[src/adcc_pkg.sv]
// Purpose: Shared constants and types of the ADC conversion control block
// Assumes: 32-bit classic Wishbone register bus, 10-bit SAR result
// Notes: Byte offsets are word aligned

package adcc_pkg;

    // ************************************************************
    // Widths
    // ************************************************************
    localparam int RES_W = 10;
    localparam int IDX_W = 4;
    localparam int CH_W = 3;
    localparam int DIV_W = 6;

    // ************************************************************
    // Register byte offsets
    // ************************************************************
    localparam logic [7:0] OFF_CTRL = 8'h00;
    localparam logic [7:0] OFF_RES_HIGH = 8'h04;
    localparam logic [7:0] OFF_RES_LOW = 8'h08;
    localparam logic [7:0] OFF_STATUS = 8'h0C;
    localparam logic [7:0] OFF_MASK = 8'h10;

    // ************************************************************
    // Control and status register fields
    // ************************************************************
    localparam int CTRL_ON_BIT = 0;
    localparam int CTRL_GO_BIT = 1;
    localparam int CTRL_CH_LSB = 2;
    localparam int CTRL_VREF_BIT = 5;
    localparam int CTRL_RJUST_BIT = 6;
    localparam int CTRL_CLK_LSB = 8;
    localparam int STAT_DONE_BIT = 0;

    // ************************************************************
    // Reset values
    // ************************************************************
    localparam logic [RES_W-1:0] RES_RST = 10'h000;
    localparam logic [CH_W-1:0] CH_RST = 3'h0;
    localparam logic [1:0] CLK_RST = 2'h0;
    localparam logic [IDX_W-1:0] IDX_TOP = 4'h9;

    // ************************************************************
    // Conversion clock dividers, last count of a bit period, one less than its cycles
    // ************************************************************
    localparam logic [DIV_W-1:0] DIV_SEL0 = 6'h01;
    localparam logic [DIV_W-1:0] DIV_SEL1 = 6'h07;
    localparam logic [DIV_W-1:0] DIV_SEL2 = 6'h1F;
    localparam logic [DIV_W-1:0] DIV_SEL3 = 6'h3F;

    // ************************************************************
    // Converter states
    // ************************************************************
    typedef enum logic [2:0] {
        ADCC_IDLE = 3'b001,
        ADCC_CONV = 3'b010,
        ADCC_DONE = 3'b100
    } adcc_state_t;

endpackage

[src/adcc_conv_if.sv]
// Purpose: Link between the register front end and the SAR engine
// Assumes: Single clock domain
// Notes: Analog pins are carried here as well

`timescale 1ns/1ps

interface adcc_conv_if;
    logic start;
    logic abort;
    logic tad_en;
    logic busy;
    logic done;
    logic [adcc_pkg::RES_W-1:0] result;
    logic [adcc_pkg::RES_W-1:0] dac_code;
    logic hold;
    logic cmp;

    modport ctrl (
        output start,
        output abort,
        output tad_en,
        output cmp,
        input busy,
        input done,
        input result,
        input dac_code,
        input hold
    );

    modport sar (
        input start,
        input abort,
        input tad_en,
        input cmp,
        output busy,
        output done,
        output result,
        output dac_code,
        output hold
    );
endinterface

[src/adcc_sar.sv]
// Purpose: Successive approximation engine, one bit per conversion clock
// Assumes: Comparator high when held input is at or above the trial code
// Notes: Result is valid from the done pulse until the next conversion completes

`timescale 1ns/1ps

module adcc_sar (
    input wire logic clk_i,
    input wire logic rst_i,
    adcc_conv_if.sar cv
);

    adcc_pkg::adcc_state_t state_q, state_d;
    logic [adcc_pkg::RES_W-1:0] code_q, code_d;
    logic [adcc_pkg::IDX_W-1:0] idx_q, idx_d;
    logic [adcc_pkg::RES_W-1:0] res_q, res_d;

    // Code with one bit forced to a value
    function automatic logic [adcc_pkg::RES_W-1:0] put_bit(
        input logic [adcc_pkg::RES_W-1:0] code,
        input logic [adcc_pkg::IDX_W-1:0] idx,
        input logic val);
        logic [adcc_pkg::RES_W-1:0] c;
        c = code;
        c[idx] = val;
        return c;
    endfunction

    // ************************************************************
    // Next state
    // ************************************************************
    always_comb begin
        state_d = state_q;
        code_d = code_q;
        idx_d = idx_q;
        res_d = res_q;
        case (state_q)
            adcc_pkg::ADCC_IDLE: begin
                if (cv.start) begin
                    state_d = adcc_pkg::ADCC_CONV;
                    idx_d = adcc_pkg::IDX_TOP;
                    code_d = put_bit(adcc_pkg::RES_RST, adcc_pkg::IDX_TOP, 1'b1);
                end
            end
            adcc_pkg::ADCC_CONV: begin
                if (cv.abort) begin
                    state_d = adcc_pkg::ADCC_IDLE;
                end else if (cv.tad_en) begin
                    // decide one bit
                    code_d = put_bit(code_q, idx_q, cv.cmp);
                    if (idx_q == '0) begin
                        state_d = adcc_pkg::ADCC_DONE;
                        res_d = put_bit(code_q, idx_q, cv.cmp);
                    end else begin
                        idx_d = idx_q - 4'h1;
                        code_d = put_bit(put_bit(code_q, idx_q, cv.cmp), idx_q - 4'h1, 1'b1);
                    end
                end
            end
            adcc_pkg::ADCC_DONE: begin
                state_d = adcc_pkg::ADCC_IDLE;
            end
            default: begin
                state_d = adcc_pkg::ADCC_IDLE;
            end
        endcase
    end

    always_ff @(posedge clk_i) begin
        if (rst_i) begin
            state_q <= adcc_pkg::ADCC_IDLE;
            code_q <= adcc_pkg::RES_RST;
            idx_q <= adcc_pkg::IDX_TOP;
            res_q <= adcc_pkg::RES_RST;
        end else begin
            state_q <= state_d;
            code_q <= code_d;
            idx_q <= idx_d;
            res_q <= res_d;
        end
    end

    assign cv.busy = (state_q != adcc_pkg::ADCC_IDLE);
    assign cv.done = (state_q == adcc_pkg::ADCC_DONE);
    assign cv.hold = (state_q == adcc_pkg::ADCC_CONV);
    assign cv.dac_code = code_q;
    assign cv.result = res_q;

endmodule

[src/adcc_top.sv]
// Purpose: Register front end and control of a 10-bit SAR converter
// Assumes: Classic Wishbone slave, 32-bit data, synchronous reset
// Notes: Acquisition timing before start is left to software
//
// Summary of operation
// Writing go while on starts a conversion
// Go reads one until result is ready
// Every conversion end sets complete flag
// Software clears complete flag after reading result
// Result registers are read-only to software
// Software waits acquisition time before start
// Right justify: high 2 bits, low 8
// Software configures clock, reference, channel, format
// Successive approximation yields 10-bit result
// Module off: go ignored, results kept
//
// The placing of the registers and the Wishbone register port were decided locally.

`timescale 1ns/1ps

module adcc_top (
    input wire logic clk_i,
    input wire logic rst_i,
    input wire logic wb_cyc_i,
    input wire logic wb_stb_i,
    input wire logic wb_we_i,
    input wire logic [7:0] wb_adr_i,
    input wire logic [3:0] wb_sel_i,
    input wire logic [31:0] wb_dat_i,
    output logic [31:0] wb_dat_o,
    output logic wb_ack_o,
    input wire logic cmp_i,
    output logic [adcc_pkg::RES_W-1:0] dac_code_o,
    output logic hold_o,
    output logic [adcc_pkg::CH_W-1:0] chan_sel_o,
    output logic vref_ext_o,
    output logic adc_on_o,
    output logic irq_o
);

    adcc_conv_if cv ();

    // ************************************************************
    // State
    // ************************************************************
    logic on_q, on_d;
    logic [adcc_pkg::CH_W-1:0] ch_q, ch_d;
    logic vref_q, vref_d;
    logic rjust_q, rjust_d;
    logic [1:0] clk_sel_q, clk_sel_d;
    logic [adcc_pkg::RES_W-1:0] res_q, res_d;
    logic done_flag_q, done_flag_d;
    logic done_mask_q, done_mask_d;
    logic ack_q, ack_d;
    logic [31:0] rdat_q, rdat_d;
    logic [adcc_pkg::DIV_W-1:0] div_q, div_d;
    logic start;
    logic acc;
    logic wr;
    logic rd;
    logic [31:0] ctrl_word;
    logic [31:0] high_word;
    logic [31:0] low_word;

    // Bit period count for a clock select
    function automatic logic [adcc_pkg::DIV_W-1:0] div_limit(input logic [1:0] sel);
        case (sel)
            2'h0: return adcc_pkg::DIV_SEL0;
            2'h1: return adcc_pkg::DIV_SEL1;
            2'h2: return adcc_pkg::DIV_SEL2;
            default: return adcc_pkg::DIV_SEL3;
        endcase
    endfunction

    // Byte-lane merge of a write into a word
    function automatic logic [31:0] lane_merge(
        input logic [31:0] old,
        input logic [31:0] nw,
        input logic [3:0] sel);
        logic [31:0] m;
        m = old;
        for (int i = 0; i < 4; i++) begin
            if (sel[i]) begin
                m[8*i +: 8] = nw[8*i +: 8];
            end
        end
        return m;
    endfunction

    // ************************************************************
    // Bus decode
    // ************************************************************
    // New access only on a fresh request, so ack drops after one cycle
    assign acc = wb_cyc_i & wb_stb_i & ~ack_q;
    assign wr = acc & wb_we_i;
    assign rd = acc & ~wb_we_i;

    always_comb begin
        ctrl_word = 32'h0000_0000;
        ctrl_word[adcc_pkg::CTRL_ON_BIT] = on_q;
        // go reads busy
        ctrl_word[adcc_pkg::CTRL_GO_BIT] = cv.busy;
        ctrl_word[adcc_pkg::CTRL_CH_LSB +: adcc_pkg::CH_W] = ch_q;
        ctrl_word[adcc_pkg::CTRL_VREF_BIT] = vref_q;
        ctrl_word[adcc_pkg::CTRL_RJUST_BIT] = rjust_q;
        ctrl_word[adcc_pkg::CTRL_CLK_LSB +: 2] = clk_sel_q;
    end

    // justification applied on read
    always_comb begin
        high_word = 32'h0000_0000;
        low_word = 32'h0000_0000;
        if (rjust_q) begin
            high_word[1:0] = res_q[9:8];
            low_word[7:0] = res_q[7:0];
        end else begin
            high_word[7:0] = res_q[9:2];
            low_word[7:6] = res_q[1:0];
        end
    end

    // ************************************************************
    // Registers and bus answer
    // ************************************************************
    always_comb begin
        logic [31:0] cw;
        cw = lane_merge(ctrl_word, wb_dat_i, wb_sel_i);
        on_d = on_q;
        ch_d = ch_q;
        vref_d = vref_q;
        rjust_d = rjust_q;
        clk_sel_d = clk_sel_q;
        done_mask_d = done_mask_q;
        start = 1'b0;
        ack_d = acc;
        rdat_d = rdat_q;
        if (wr) begin
            case (wb_adr_i)
                adcc_pkg::OFF_CTRL: begin
                    on_d = cw[adcc_pkg::CTRL_ON_BIT];
                    // Channel, reference and clock select frozen mid-conversion to keep the SAR coherent
                    if (!cv.busy) begin
                        ch_d = cw[adcc_pkg::CTRL_CH_LSB +: adcc_pkg::CH_W];
                        vref_d = cw[adcc_pkg::CTRL_VREF_BIT];
                        clk_sel_d = cw[adcc_pkg::CTRL_CLK_LSB +: 2];
                    end
                    rjust_d = cw[adcc_pkg::CTRL_RJUST_BIT];
                    // go while on starts; R10: off blocks it
                    start = cw[adcc_pkg::CTRL_GO_BIT] & cw[adcc_pkg::CTRL_ON_BIT] & on_q & ~cv.busy;
                end
                adcc_pkg::OFF_MASK: begin
                    if (wb_sel_i[0]) begin
                        done_mask_d = wb_dat_i[adcc_pkg::STAT_DONE_BIT];
                    end
                end
                // result offsets take no write
                default: begin
                end
            endcase
        end
        if (rd) begin
            case (wb_adr_i)
                adcc_pkg::OFF_CTRL: rdat_d = ctrl_word;
                adcc_pkg::OFF_RES_HIGH: rdat_d = high_word;
                adcc_pkg::OFF_RES_LOW: rdat_d = low_word;
                adcc_pkg::OFF_STATUS: rdat_d = {31'h0000_0000, done_flag_q};
                adcc_pkg::OFF_MASK: rdat_d = {31'h0000_0000, done_mask_q};
                default: rdat_d = 32'h0000_0000;
            endcase
        end
    end

    // ************************************************************
    // Completion, result capture, flag
    // ************************************************************
    always_comb begin
        res_d = res_q;
        done_flag_d = done_flag_q;
        // flag leaves only through a status read
        if (rd && wb_adr_i == adcc_pkg::OFF_STATUS) begin
            done_flag_d = 1'b0;
        end
        if (cv.done) begin
            // store result
            res_d = cv.result;
            // set wins over read-clear
            done_flag_d = 1'b1;
        end
    end

    // ************************************************************
    // Conversion clock divider
    // ************************************************************
    always_comb begin
        div_d = div_q;
        cv.tad_en = 1'b0;
        if (!cv.busy) begin
            div_d = '0;
        end else if (div_q == div_limit(clk_sel_q)) begin
            div_d = '0;
            cv.tad_en = 1'b1;
        end else begin
            div_d = div_q + 6'h01;
        end
    end

    always_ff @(posedge clk_i) begin
        if (rst_i) begin
            on_q <= 1'b0;
            ch_q <= adcc_pkg::CH_RST;
            vref_q <= 1'b0;
            rjust_q <= 1'b0;
            clk_sel_q <= adcc_pkg::CLK_RST;
            res_q <= adcc_pkg::RES_RST;
            done_flag_q <= 1'b0;
            done_mask_q <= 1'b0;
            ack_q <= 1'b0;
            rdat_q <= 32'h0000_0000;
            div_q <= '0;
        end else begin
            on_q <= on_d;
            ch_q <= ch_d;
            vref_q <= vref_d;
            rjust_q <= rjust_d;
            clk_sel_q <= clk_sel_d;
            res_q <= res_d;
            done_flag_q <= done_flag_d;
            done_mask_q <= done_mask_d;
            ack_q <= ack_d;
            rdat_q <= rdat_d;
            div_q <= div_d;
        end
    end

    // ************************************************************
    // Engine and pins
    // ************************************************************
    assign cv.start = start;
    // switching off aborts, result kept
    assign cv.abort = ~on_q;
    assign cv.cmp = cmp_i;

    adcc_sar u_sar (
        .clk_i(clk_i),
        .rst_i(rst_i),
        .cv(cv)
    );

    assign wb_ack_o = ack_q;
    assign wb_dat_o = rdat_q;
    assign dac_code_o = cv.dac_code;
    assign hold_o = cv.hold;
    assign chan_sel_o = ch_q;
    assign vref_ext_o = vref_q;
    assign adc_on_o = on_q;
    assign irq_o = done_flag_q & done_mask_q;

endmodule

[config.mk]
export PLATFORM = sky130hd
export DESIGN_NAME = adcc_top
export DESIGN_NICKNAME = d
export VERILOG_FILES = /design/src/adcc_pkg.sv /design/src/adcc_conv_if.sv /design/src/adcc_sar.sv /design/src/adcc_top.sv
export SDC_FILE = /design/constraint.sdc
export NUM_CORES = 1
export LEC_CHECK = 0
export BUFFER_PORTS_ARGS = -buffer_cell sky130_fd_sc_hd__buf_2
export CORE_AREA = 2 2 121 76
export CTS_CLUSTER_DIAMETER = 100
export DETAILED_ROUTE_END_ITERATION = 8
export DIE_AREA = 0 0 123 78
export HOLD_SLACK_MARGIN = 0.05
export PLACE_DENSITY = 0.75
export SLEW_MARGIN = 25
export SYNTH_ARGS = -nofsm -noshare
export SYNTH_HDL_FRONTEND = slang
export SYNTH_SLANG_ARGS = --single-unit
[constraint.sdc]
create_clock -name clk_i -period 4.6 [get_ports clk_i]
set_input_delay 0.46 -clock clk_i [delete_from_list [all_inputs] [get_ports clk_i]]
set_output_delay 0.46 -clock clk_i [all_outputs]
set_load 0.03 [all_outputs]
==> results.py <==
metrics = {
    "pwr": {
        "irDropWorstVdd_v": 0.000153,
        "p_per_area_nw_per_um2": 350,
        "p_leak_nw": 1.50,
    },
    "sta": {
        "timing_hold_violations_final": 0,
        "worstMarginPinSlew_ns": 1.02,
        "setup_viol": 0,
        "fin_hold_ws_ns": 0.357,
        "setup_tns_ns": 0,
        "rsz0062_at_grt": "false",
        "fmax_mhz": 320,
        "fin_crit_sh_pct": 67.9,
        "fin_skew_ns": 0.00762,
        "relSlewSlack_pct": 31.7,
        "post-route-min-period_ns": 3.12,
        "drv_slew": 0,
    },
    "synthesis": {
        "synthCells": 385,
        "avgSynthCellArea_um2": 8.59,
        "ys_types": 56,
        "synth.cell_area_um2": 3310,
        "synth_ff_type": "dfxtp_1",
        "ys_ff_latch": 64,
        "async_flop_share_pct": 0,
        "synth-edff-count": 0,
        "synth_warnings": 0,
        "ys_seq_area_share_pct": 38.7,
    },
    "finish": {
        "finalNonFillerCells": 549,
        "regArea_um2": 1280,
        "final_cell_mix": "dfxtp_1, nand2_1, buf_2",
        "antenna_cells": 0,
        "stdcell_area_um2": 3870,
        "area_growth_pct": 16.9,
        "fin_util_pct": 46.1,
        "final.fill_count": 820,
        "nets": 489,
        "drive_above_1_share_pct": 22.2,
        "final_common_cell": "dfxtp_1",
        "multi_input_area_um2": 1830,
    },
    "routing": {
        "vias_per_cell": 5.29,
        "routedWlPerCell_um": 14.9,
        "drt_iter0_drc": 193,
        "vias": 2902,
        "ant_nets": 0,
        "drt_pass1_iterations": 5,
        "drt-total-wl_um": 8200,
        "drcViolationCount": 0,
    },
    "worst_setup_path": {
        "crit_buf_inv": 1,
        "critical_path.max_fanout": 12,
        "worstSetupPathType": "reg2reg",
        "slowest_delay_ns": 0.79,
        "start_kind": "flip-flop",
        "crit_chain": "inv_1 > ha_1 > or3b_1 > or2_4 > a2111oi_4 > mux2i_1 > nor2_1",
        "cp-end-kind": "flip-flop",
        "crit_slowest_cell": "a2111oi_4",
        "cp.arrival_ns": 3.31,
        "cpLargestDelayFamily": "simple AND/OR/NAND/NOR gates",
        "worstPathRequired_ns": 4.79,
    },
    "floorplan": {
        "ioPinCount": 100,
        "core_area_um2": 8390,
        "die_x_um": 123,
        "floorplan.rows": 26,
        "dieArea_um2": 9590,
        "initial_core_util_pct": 39.4,
        "die_h_um": 78,
    },
    "grt": {
        "grt_max_degree": 42,
        "grt_util_all_layers_pct": 17.9,
        "busiest_layer": "met1",
        "met3_usage_pct": 7.21,
        "grtUsageMet2_pct": 25.0,
        "gr-total-overflow": 0,
        "grt_pass1_vias": 2682,
        "grtUsageMet1_pct": 25.5,
        "antenna_found_initial": 0,
        "grt_pass1_wl_um": 13200,
    },
    "placement": {
        "gp_congestion": 0.899,
        "port_buffers": 52,
        "place_inst": 533,
        "hpwl_um": 6120,
        "postPlaceCellArea_um2": 3540,
    },
    "clock_tree": {
        "cts-root-buf": "clkbuf_16",
        "clkSinkCount": 64,
        "post_cts_resized": 0,
        "insertion_delay_ns": 0.34,
        "cts_tree": "yes",
        "h-tree-depth": 3,
        "post_cts_buffers": 0,
        "path_clk_slew_ns": 0.05,
        "clock_path_buffers": 2,
        "cts-hold-fix-buffers": 0,
        "cts_buffers": 9,
    },
    "worst_hold_path": {
        "hold_path_class": "in2reg",
    },
    "run_status": {
        "outcome": "finished, final reports clean",
    },
    "run": {
        "maxCapViolations": 0,
    },
}
==> power by group <==
| part | total (mW) | switching [mW] | internal [mW] | leakage (nW) |
|---|---|---|---|---|
| Clock | 0.734 | 0.246 | 0.488 | 0.152 |
| Combinational | 0.0627 | 0.0495 | 0.0132 | 0.832 |
| Sequential | 0.556 | 0.000398 | 0.556 | 0.516 |
==> worst min-delay path, stage by stage <==
cell and delay (ns):
buf_2 0.07, mux2i_1 0.05, nor2_1 0.07
==> final timing paths <==
kind | slack, ns | cells after the start | startpoint | end
hold reg to reg | 0.45 | 2 | wb_dat_o[7] | wb_dat_o[7]
hold / removal | 0.36 | 3 | wb_dat_i[5] | vref_ext_o
setup reg to reg | 1.48 | 7 | u_sar.idx_q[0] | u_sar.cv.result[8]
setup / recovery | 1.48 | 7 | u_sar.idx_q[0] | u_sar.cv.result[8]
==> metrics by stage <==
stage,setup WS [ns],power [mW]
3_3_place_gp,1.65,0.629
5_1_grt,1.30,1.40
2_1_floorplan,2.47,0.624
6_report,1.48,1.35
4_1_cts,1.51,1.36
3_5_place_dp,1.53,0.630
==> Yosys cell counts (3+ instances only) <==
cell / count / area share (%)
dfxtp_1: 64 / 39
nand2_1: 53 / 6.0
nor2_1: 43 / 4.9
a21oi_1: 27 / 4.1
buf_4: 23 / 5.2
mux2i_1: 21 / 6.4
nand3_1: 14 / 2.1
o21ai_0: 13 / 2.0
inv_1: 10 / 1.1
clkbuf_1: 9 / 1.0
o2bb2ai_1: 9 / 2.4
mux2_2: 8 / 2.7
ha_1: 7 / 2.6
nor3_1: 5 / 0.76
a211oi_1: 4 / 0.91
a221oi_1: 4 / 1.1
a222oi_1: 4 / 1.2
a31oi_1: 4 / 0.76
and2_1: 4 / 0.76
nand4_1: 4 / 0.76
and2_2: 3 / 0.68
o21ai_2: 3 / 0.79
xor2_1: 3 / 0.79
==> state kept, by name (all words and copies together), names as in the netlist <==
| register | count |
|---|---|
| res_q | 10 |
| u_sar.cv.dac_code | 10 |
| u_sar.cv.result | 10 |
| wb_dat_o | 10 |
| div_q | 6 |
| u_sar.idx_q | 4 |
| chan_sel_o | 3 |
| u_sar.state_q | 3 |
| clk_sel_q | 2 |
| adc_on_o | 1 |
| done_flag_q | 1 |
| done_mask_q | 1 |
| rjust_q | 1 |
| vref_ext_o | 1 |
| wb_ack_o | 1 |
==> routing by layer <==
metal	share of wire (%)	wire (um)	vias to the layer above
met5	0	0	-
met4	0.72	59	0
met3	8.5	695	9
met2	41	3370	119
met1	50	4080	1352
li1	-	-	1422
==> area by class of cell <==
class                   instances  area share (%)
clock buffers                  11            6.28
repair buffers                 52            6.73
inverters                      10           0.971
clock inverters                 5            2.07
well taps                     112            3.62
flip-flops and latches         64            33.1
multi-input cells             295            47.2
==> cell families after synthesis <==
logic type | synth area share [%]
buffers and inverters | 8.47
AOI/OAI and AO/OA | 17.8
other | 0.113
DFF | 38.7
adders and majority gates | 2.65
muxes | 9.08
and+or+nand+nor | 21.9
xor gates and xnor gates | 1.32
Power figures use the tool's default switching activity.
